File: src/shared/fcp_defines.vh
`ifndef FCP_DEFINES_VH
`define FCP_DEFINES_VH

// Register indices; the byte address on the bus is four times the index.
`define FCP_IDX_CTRL_A 8'hcc
`define FCP_IDX_CTRL_B 8'hce
`define FCP_IDX_DUTY4 8'hcf
`define FCP_IDX_PERIOD 8'hd0
`define FCP_IDX_DUTY0 8'hd1
`define FCP_IDX_DUTY1 8'hd2
`define FCP_IDX_DUTY2 8'hdd
`define FCP_IDX_DUTY3 8'hde
`define FCP_IDX_COUNT 8'hdf

// Internal select codes produced by the address decoder.
`define FCP_SEL_CTRL_A 4'h0
`define FCP_SEL_CTRL_B 4'h1
`define FCP_SEL_PERIOD 4'h2
`define FCP_SEL_DUTY0 4'h3
`define FCP_SEL_DUTY1 4'h4
`define FCP_SEL_DUTY2 4'h5
`define FCP_SEL_DUTY3 4'h6
`define FCP_SEL_DUTY4 4'h7
`define FCP_SEL_COUNT 4'h8

// Control field positions: run and pin drive select bits per channel.
`define FCP_A_RUN0 0
`define FCP_A_RUN1 1
`define FCP_A_PIN0 2
`define FCP_A_PIN1 3
`define FCP_A_RUN2 4
`define FCP_A_RUN3 5
`define FCP_A_PIN2 6
`define FCP_A_PIN3 7
`define FCP_B_RUN4 0
`define FCP_B_PIN4 2

`define FCP_REG_RESET 8'h00
`define FCP_COUNT_LAST 8'hfe
`define FCP_RESP_OKAY 2'b00
`define FCP_RESP_SLVERR 2'b10

`endif

File: src/core/fcp_pwm_unit.v
// Summary of operation
// RULE1: Five channels drive port pins three to seven.
// RULE2: One shared 8-bit prescaler clocks shared counter.
// RULE3: Prescaler divides by period plus one.
// RULE4: Duty at or below counter drives zero.
// RULE5: Duty above counter drives one.
// RULE6: Each channel runs only while enabled.
// RULE7: Pin shows waveform only when selected.
// RULE8: Duty 00 constant low, FF constant high.
// RULE9: New duty value takes effect immediately.
// RULE10: Counter steps per prescaler pulse, wraps 0-254.
// RULE11: All registers reset to zero, pins GPIO.
`include "fcp_defines.vh"

module fcp_pwm_unit #(
  parameter CHANNELS = 5,
  parameter ADDR_W = 12
) (
  input wire aclk,
  input wire aresetn,
  input wire [ADDR_W-1:0] s_axi_awaddr,
  input wire [2:0] s_axi_awprot,
  input wire s_axi_awvalid,
  output wire s_axi_awready,
  input wire [31:0] s_axi_wdata,
  input wire [3:0] s_axi_wstrb,
  input wire s_axi_wvalid,
  output wire s_axi_wready,
  output wire [1:0] s_axi_bresp,
  output wire s_axi_bvalid,
  input wire s_axi_bready,
  input wire [ADDR_W-1:0] s_axi_araddr,
  input wire [2:0] s_axi_arprot,
  input wire s_axi_arvalid,
  output wire s_axi_arready,
  output wire [31:0] s_axi_rdata,
  output wire [1:0] s_axi_rresp,
  output wire s_axi_rvalid,
  input wire s_axi_rready,
  input wire [CHANNELS-1:0] gpio_level,
  output wire [CHANNELS-1:0] pin_level,
  output wire [CHANNELS-1:0] pin_drive_select
);

  // Returns {hit, select code} for a byte address.
  function [4:0] fcp_decode;
    input [ADDR_W-1:0] addr;
    begin
      fcp_decode = {1'b0, 4'h0};
      if (addr[ADDR_W-1:10] == {(ADDR_W-10){1'b0}}) begin
        case (addr[9:2])
          `FCP_IDX_CTRL_A: fcp_decode = {1'b1, `FCP_SEL_CTRL_A};
          `FCP_IDX_CTRL_B: fcp_decode = {1'b1, `FCP_SEL_CTRL_B};
          `FCP_IDX_PERIOD: fcp_decode = {1'b1, `FCP_SEL_PERIOD};
          `FCP_IDX_DUTY0: fcp_decode = {1'b1, `FCP_SEL_DUTY0};
          `FCP_IDX_DUTY1: fcp_decode = {1'b1, `FCP_SEL_DUTY1};
          `FCP_IDX_DUTY2: fcp_decode = {1'b1, `FCP_SEL_DUTY2};
          `FCP_IDX_DUTY3: fcp_decode = {1'b1, `FCP_SEL_DUTY3};
          `FCP_IDX_DUTY4: fcp_decode = {1'b1, `FCP_SEL_DUTY4};
          `FCP_IDX_COUNT: fcp_decode = {1'b1, `FCP_SEL_COUNT};
          default: fcp_decode = {1'b0, 4'h0};
        endcase
      end
    end
  endfunction

  // Maps a channel number to the select code of its duty register.
  function [3:0] fcp_duty_sel;
    input integer ch;
    begin
      case (ch)
        0: fcp_duty_sel = `FCP_SEL_DUTY0;
        1: fcp_duty_sel = `FCP_SEL_DUTY1;
        2: fcp_duty_sel = `FCP_SEL_DUTY2;
        3: fcp_duty_sel = `FCP_SEL_DUTY3;
        4: fcp_duty_sel = `FCP_SEL_DUTY4;
        default: fcp_duty_sel = `FCP_SEL_COUNT;
      endcase
    end
  endfunction

  // Picks a channel's run bit out of the two control registers.
  function fcp_run_bit;
    input integer ch;
    input [7:0] ctrl_a;
    input [7:0] ctrl_b;
    begin
      case (ch)
        0: fcp_run_bit = ctrl_a[`FCP_A_RUN0];
        1: fcp_run_bit = ctrl_a[`FCP_A_RUN1];
        2: fcp_run_bit = ctrl_a[`FCP_A_RUN2];
        3: fcp_run_bit = ctrl_a[`FCP_A_RUN3];
        4: fcp_run_bit = ctrl_b[`FCP_B_RUN4];
        default: fcp_run_bit = 1'b0;
      endcase
    end
  endfunction

  // Picks a channel's pin drive select bit out of the two control registers.
  function fcp_pin_bit;
    input integer ch;
    input [7:0] ctrl_a;
    input [7:0] ctrl_b;
    begin
      case (ch)
        0: fcp_pin_bit = ctrl_a[`FCP_A_PIN0];
        1: fcp_pin_bit = ctrl_a[`FCP_A_PIN1];
        2: fcp_pin_bit = ctrl_a[`FCP_A_PIN2];
        3: fcp_pin_bit = ctrl_a[`FCP_A_PIN3];
        4: fcp_pin_bit = ctrl_b[`FCP_B_PIN4];
        default: fcp_pin_bit = 1'b0;
      endcase
    end
  endfunction

  reg awready_reg;
  reg wready_reg;
  reg bvalid_reg;
  reg [1:0] bresp_reg;
  reg arready_reg;
  reg rvalid_reg;
  reg [1:0] rresp_reg;
  reg [31:0] rdata_reg;
  reg aw_full_reg;
  reg w_full_reg;
  reg [ADDR_W-1:0] aw_addr_reg;
  reg [7:0] w_data_reg;
  reg w_lane0_reg;

  reg [7:0] ctrl_a_reg;
  reg [7:0] ctrl_b_reg;
  reg [7:0] period_reg;
  reg [7:0] duty_reg [0:CHANNELS-1];
  reg [7:0] prescale_reg;
  reg [7:0] count_reg;
  reg [CHANNELS-1:0] pin_level_reg;
  reg [CHANNELS-1:0] pin_sel_reg;

  wire do_write = aw_full_reg && w_full_reg && !bvalid_reg;
  wire [4:0] wr_dec = fcp_decode(aw_addr_reg);
  wire [4:0] rd_dec = fcp_decode(s_axi_araddr);
  wire wr_ok = wr_dec[4] && (wr_dec[3:0] != `FCP_SEL_COUNT);

  // A cleared lane 0 strobe leaves the register alone but still answers OKAY.
  wire lane_wr = do_write && wr_ok && w_lane0_reg;
  wire [CHANNELS-1:0] ch_run;
  wire [CHANNELS-1:0] ch_pin;
  wire [CHANNELS-1:0] ch_wave;
  wire any_run = |ch_run;
  reg [7:0] prescale_next;
  reg [7:0] count_next;
  reg [31:0] rdata_next;
  reg [CHANNELS-1:0] pin_level_next;
  reg [CHANNELS-1:0] pin_sel_next;
  wire step = any_run && (prescale_reg == period_reg);

  assign s_axi_awready = awready_reg;
  assign s_axi_wready = wready_reg;
  assign s_axi_bvalid = bvalid_reg;
  assign s_axi_bresp = bresp_reg;
  assign s_axi_arready = arready_reg;
  assign s_axi_rvalid = rvalid_reg;
  assign s_axi_rresp = rresp_reg;
  assign s_axi_rdata = rdata_reg;
  assign pin_level = pin_level_reg;
  assign pin_drive_select = pin_sel_reg;

  // Write channel: address and data are held until both are present.
  always @(posedge aclk) begin
    if (!aresetn) begin
      awready_reg <= 1'b0;
      wready_reg <= 1'b0;
      aw_full_reg <= 1'b0;
      w_full_reg <= 1'b0;
      aw_addr_reg <= {ADDR_W{1'b0}};
      w_data_reg <= 8'h00;
      w_lane0_reg <= 1'b0;
      bvalid_reg <= 1'b0;
      bresp_reg <= `FCP_RESP_OKAY;
    end else begin
      if (!aw_full_reg && !bvalid_reg && !awready_reg) begin
        awready_reg <= 1'b1;
      end
      if (!w_full_reg && !bvalid_reg && !wready_reg) begin
        wready_reg <= 1'b1;
      end
      if (s_axi_awvalid && awready_reg) begin
        aw_full_reg <= 1'b1;
        aw_addr_reg <= s_axi_awaddr;
        awready_reg <= 1'b0;
      end
      if (s_axi_wvalid && wready_reg) begin
        w_full_reg <= 1'b1;
        w_data_reg <= s_axi_wdata[7:0];
        w_lane0_reg <= s_axi_wstrb[0];
        wready_reg <= 1'b0;
      end
      if (do_write) begin
        aw_full_reg <= 1'b0;
        w_full_reg <= 1'b0;
        bvalid_reg <= 1'b1;
        bresp_reg <= wr_ok ? `FCP_RESP_OKAY : `FCP_RESP_SLVERR;
      end
      if (bvalid_reg && s_axi_bready) begin
        bvalid_reg <= 1'b0;
      end
    end
  end

  // Read data for the address on offer; unmapped addresses read as zero.
  always @* begin
    rdata_next = 32'h0000_0000;
    if (rd_dec[4]) begin
      case (rd_dec[3:0])
        `FCP_SEL_CTRL_A: rdata_next = {24'h000000, ctrl_a_reg};
        `FCP_SEL_CTRL_B: rdata_next = {24'h000000, ctrl_b_reg};
        `FCP_SEL_PERIOD: rdata_next = {24'h000000, period_reg};
        `FCP_SEL_DUTY0: rdata_next = {24'h000000, duty_reg[0]};
        `FCP_SEL_DUTY1: rdata_next = {24'h000000, duty_reg[1]};
        `FCP_SEL_DUTY2: rdata_next = {24'h000000, duty_reg[2]};
        `FCP_SEL_DUTY3: rdata_next = {24'h000000, duty_reg[3]};
        `FCP_SEL_DUTY4: rdata_next = {24'h000000, duty_reg[4]};
        `FCP_SEL_COUNT: rdata_next = {24'h000000, count_reg};
        default: rdata_next = 32'h0000_0000;
      endcase
    end
  end

  // Read channel: one read at a time, answered the cycle after acceptance.
  always @(posedge aclk) begin
    if (!aresetn) begin
      arready_reg <= 1'b0;
      rvalid_reg <= 1'b0;
      rresp_reg <= `FCP_RESP_OKAY;
      rdata_reg <= 32'h0000_0000;
    end else begin
      if (!rvalid_reg && !arready_reg) begin
        arready_reg <= 1'b1;
      end
      if (s_axi_arvalid && arready_reg) begin
        arready_reg <= 1'b0;
        rvalid_reg <= 1'b1;
        rresp_reg <= rd_dec[4] ? `FCP_RESP_OKAY : `FCP_RESP_SLVERR;
        rdata_reg <= rdata_next;
      end else if (rvalid_reg && s_axi_rready) begin
        rvalid_reg <= 1'b0;
      end
    end
  end

  // Control registers; only byte lane 0 carries data.
  always @(posedge aclk) begin
    if (!aresetn) begin
      ctrl_a_reg <= `FCP_REG_RESET; // RULE11
      ctrl_b_reg <= `FCP_REG_RESET; // RULE11
      period_reg <= `FCP_REG_RESET; // RULE11
    end else if (lane_wr) begin
      case (wr_dec[3:0])
        `FCP_SEL_CTRL_A: ctrl_a_reg <= w_data_reg;
        `FCP_SEL_CTRL_B: ctrl_b_reg <= w_data_reg;
        `FCP_SEL_PERIOD: period_reg <= w_data_reg;
        default: ctrl_a_reg <= ctrl_a_reg;
      endcase
    end
  end

  // Shared prescaler and counter; both rest at zero while no channel runs.
  always @* begin
    prescale_next = prescale_reg + 8'h01; // RULE2
    count_next = count_reg;
    if (!any_run) begin
      prescale_next = 8'h00;
      count_next = 8'h00;
    end else if (step) begin
      // The prescaler spans period plus one clocks before the counter moves.
      prescale_next = 8'h00; // RULE3
      if (count_reg == `FCP_COUNT_LAST) begin
        count_next = 8'h00; // RULE10
      end else begin
        count_next = count_reg + 8'h01; // RULE10
      end
    end
  end

  always @(posedge aclk) begin
    if (!aresetn) begin
      prescale_reg <= 8'h00;
      count_reg <= 8'h00;
    end else begin
      prescale_reg <= prescale_next;
      count_reg <= count_next;
    end
  end

  genvar gi;
  generate
    for (gi = 0; gi < CHANNELS; gi = gi + 1) begin : g_ch
      assign ch_run[gi] = fcp_run_bit(gi, ctrl_a_reg, ctrl_b_reg); // RULE6
      assign ch_pin[gi] = fcp_pin_bit(gi, ctrl_a_reg, ctrl_b_reg); // RULE7
      // The live duty register feeds the comparator, so a write acts at once.
      assign ch_wave[gi] = ch_run[gi] && (duty_reg[gi] > count_reg); // RULE4 RULE5 RULE8 RULE9
    end
  endgenerate

  // Duty registers; only byte lane 0 carries data.
  always @(posedge aclk) begin : duty_write
    integer k;
    for (k = 0; k < CHANNELS; k = k + 1) begin
      if (!aresetn) begin
        duty_reg[k] <= `FCP_REG_RESET; // RULE11
      end else if (lane_wr && wr_dec[3:0] == fcp_duty_sel(k)) begin
        duty_reg[k] <= w_data_reg;
      end
    end
  end

  // Each shared pin shows its channel's waveform when selected, else the port latch.
  always @* begin : pin_mux
    integer k;
    k = 0;
    pin_level_next = {CHANNELS{1'b0}};
    pin_sel_next = {CHANNELS{1'b0}};
    for (k = 0; k < CHANNELS; k = k + 1) begin
      pin_sel_next[k] = ch_pin[k]; // RULE7
      if (ch_pin[k]) begin
        pin_level_next[k] = ch_wave[k]; // RULE1 RULE7
      end else begin
        pin_level_next[k] = gpio_level[k]; // RULE7
      end
    end
  end

  always @(posedge aclk) begin
    if (!aresetn) begin
      pin_level_reg <= {CHANNELS{1'b0}}; // RULE11
      pin_sel_reg <= {CHANNELS{1'b0}}; // RULE11
    end else begin
      pin_level_reg <= pin_level_next;
      pin_sel_reg <= pin_sel_next;
    end
  end

endmodule // fcp_pwm_unit

File: config.mk
export PLATFORM = sky130hd
export DESIGN_NAME = fcp_pwm_unit
export DESIGN_NICKNAME = d
export VERILOG_FILES = /design/src/core/fcp_pwm_unit.v
export VERILOG_INCLUDE_DIRS = /design/src /design/src/shared
export SDC_FILE = /design/constraint.sdc
export NUM_CORES = 1
export LEC_CHECK = 0
export CAP_MARGIN = 20
export CORE_ASPECT_RATIO = 0.75
export CORE_UTILIZATION = 64
export CTS_BUF_LIST = sky130_fd_sc_hd__clkbuf_8 sky130_fd_sc_hd__clkbuf_16
export CTS_CLUSTER_SIZE = 28
export DETAILED_ROUTE_END_ITERATION = 10
export DONT_BUFFER_PORTS = 1
export GPL_TIMING_DRIVEN = 0
export PLACE_DENSITY_LB_ADDON = 0.25
export SLEW_MARGIN = 20
export SYNTH_ARGS = -nofsm -noshare
export SYNTH_HDL_FRONTEND = slang
export SYNTH_SLANG_ARGS = --single-unit
File: constraint.sdc
create_clock -name aclk -period 3.2 [get_ports aclk]
set_input_delay 0 -clock aclk [delete_from_list [all_inputs] [get_ports aclk]]
set_output_delay 0 -clock aclk [all_outputs]
set_load 0.02 [all_outputs]
==> results.json <==
{
  "antenna_left": 0,
  "finalInstanceArea_sq_um": 8170,
  "yosysSeqAreaShare": 0.423,
  "cts_tree": "built",
  "initial_core_util": 0.666,
  "synth_commonest_cells": "86 x dfxtp_1, 74 x nand2_1, 67 x a21oi_1, 52 x nor2_1, 47 x and2_1",
  "die_w_um": 122,
  "synth_area_leader_cell": "dfxtp_1",
  "cap_violations": 0,
  "avgSynthCellArea_sq_um": 9.38,
  "drive_gt1_frac": 0.105,
  "worst_pin_slew_ns": 0.893,
  "async_flop_share": 0,
  "reg2reg_from": "aw_addr_reg[5]",
  "setup_viol": 0,
  "vdd_drop_max_mv": 0.438,
  "p_leak_nw": 3.22,
  "synth-seq-cells": 126,
  "synth.cell_area_sq_um": 6910,
  "cts.sinks": 126,
  "fin_crit_ns": 2.61,
  "viasPerCell": 6.22,
  "required_ns": 3.25,
  "drt-total-wl_mm": 19.8,
  "cts.repair.resized": 0,
  "synth.distinct_cells": 57,
  "cts_hold_buf": 39,
  "synth_area_leaders": "dfxtp_1 25%, edfxtp_1 17%, ha_1 7.8%, a21oi_1 4.9%, and2_1 4.3%",
  "h-tree-depth": 4,
  "yosysWarnings": 0,
  "crit_type": "reg -> reg",
  "io_pins": 129,
  "critPathCaptureType": "register",
  "fin_skew_ns": 0.00858,
  "clk_latency_ns": 0.43,
  "worstSetupStartpointType": "register",
  "cts.clk_slew.worst_paths_ns": 0.06,
  "crit_fanout": 8,
  "largest_reg_flops": 40,
  "status": "finished, final reports clean",
  "rsz0062_at_grt": "false",
  "grt_max_degree": 17,
  "place_ws_ns": 0.383,
  "place_congestion": 0.961,
  "diodes": 0,
  "utilization": 0.788,
  "yosysMostFrequentCell": "dfxtp_1",
  "placementRows": 32,
  "fin_nets": 940,
  "crit_arrival_ns": 2.65,
  "wl_per_cell_um": 20.5,
  "grt_overflow": 0,
  "dp_hpwl_mm": 13.7,
  "core_area_sq_um": 10400,
  "synth_edf_count": 40,
  "grt_pass1_vias": 5971,
  "finalCritPeriodShare": 0.814,
  "numPortBuffers": 0,
  "relSlewSlack": 0.400,
  "track_usage": 0.373,
  "cts_max_path_buffers": 2,
  "syn_to_final_growth_pct": 18.4,
  "cts_made_buffers": 17,
  "cp-startpoint": "aw_addr_reg[5]",
  "hp-start": "s_axi_awvalid",
  "dr.pass1.iters": 7,
  "clock_tree.root_cell": "clkbuf_16",
  "dieHeight_um": 92.0,
  "fin_tns_setup_ns": 0,
  "hold_class": "in -> reg",
  "vias": 6017,
  "synth_ff_type": "dfxtp_1",
  "fill_cells": 659,
  "post_cts_buffers": 0,
  "antenna_found_initial": 0,
  "drc": 0,
  "setup_ws_ns": 0.594,
  "fmax_mhz": 384,
  "hold_viol_final": 0,
  "yosysTopAreaCellShare": 0.249,
  "fp.dieArea_sq_um": 11200,
  "cellPowerDensity_nw_per_um2": 493,
  "grt_first_pass_wirelength_mm": 31.0,
  "post_dp_cell_area_sq_um": 7170,
  "drt-initial-drc-count": 682,
  "syn_inst": 736,
  "drv_slew": 0
}
-- where the power goes --
| group | leakage (nW) | switching [mW] | internal [mW] |
|---|---|---|---|
| logic | 1.81 | 0.182 | 0.129 |
| registers | 1.11 | 0.0560 | 1.69 |
| clock network | 0.300 | 0.775 | 1.20 |
-- stage by stage --
stage	hold slack, ns	std cells	power [mW]
2_1_floorplan	0.136	761	1.97
3_3_place_gp	0.138	897	2.02
3_5_place_dp	0.143	897	2.03
4_1_cts	0.0253	968	4.01
5_1_grt	0.0769	968	4.13
6_report	0.0669	968	4.03
-- area by class of cell --
class	instances	area (sq um)	area share
Clock inverter	12	124	0.0152
Buffer	50	317	0.0387
Sequential cell	126	2920	0.358
Timing Repair Buffer	39	390	0.0478
Inverter	23	86.3	0.0106
Clock buffer	20	489	0.0599
Tap cell	136	170	0.0208
Multi-Input combinational cell	562	3670	0.449
-- critical path, stage by stage, from the launching register on --
cell and delay, ns:
dfxtp_1 0.32, buf_2 0.20, nand2_1 0.12, a21o_1 0.19, a211oi_1 0.38, nand2_1 0.26
o21ai_1 0.76
-- logic make-up after synthesis --
kind of cell,after synthesis,synth area share
buf+inv,73,0.0583
simple gates,268,0.209
fa+ha+maj,43,0.0779
mux,32,0.0477
xor+xnor,27,0.0342
compound gates,166,0.149
flops,126,0.423
other cells,1,0.000543
-- path summary, 6_finish.rpt --
kind | cells after the start | to | slack, ns
worst max-delay path | 6 | duty_reg[3][6] | 0.59
worst min-delay path | 3 | aw_addr_reg[3] | 0.07
worst min register to register | 2 | aw_addr_reg[7] | 0.46
worst max register to register | 6 | duty_reg[3][6] | 0.59
-- layout by cell type, fill, tap and decap left out, drive strengths merged, types with 3 or more instances in the layout --
cell type / count
nand2b: 10
a21o: 11
o21ai: 40
xor2: 9
mux2i: 25
and2: 47
nand4: 17
dfxtp: 86
dlygate4sd3: 39
a21oi: 67
inv: 27
ha: 43
nor3: 11
conb: 26
nand2: 74
xnor2: 18
nand3: 20
o21a: 7
or3: 5
edfxtp: 40
buf: 41
a31oi: 4
mux2: 7
nor4: 3
nor2: 54
a221oi: 5
a22oi: 8
clkbuf: 29
o2111ai: 5
nor2b: 5
clkinv: 6
and3: 5
a22o: 8
nand3b: 9
-- layer usage --
| layer | vias up | global-route usage | wire length, um |
|---|---|---|---|
| met5 | - | 0 | 0 |
| met4 | 0 | 0.153 | 476 |
| met3 | 47 | 0.0846 | 2130 |
| met2 | 367 | 0.590 | 9210 |
| met1 | 2863 | 0.490 | 7990 |
| li1 | 2740 | - | - |
Power figures use the tool's default switching activity.
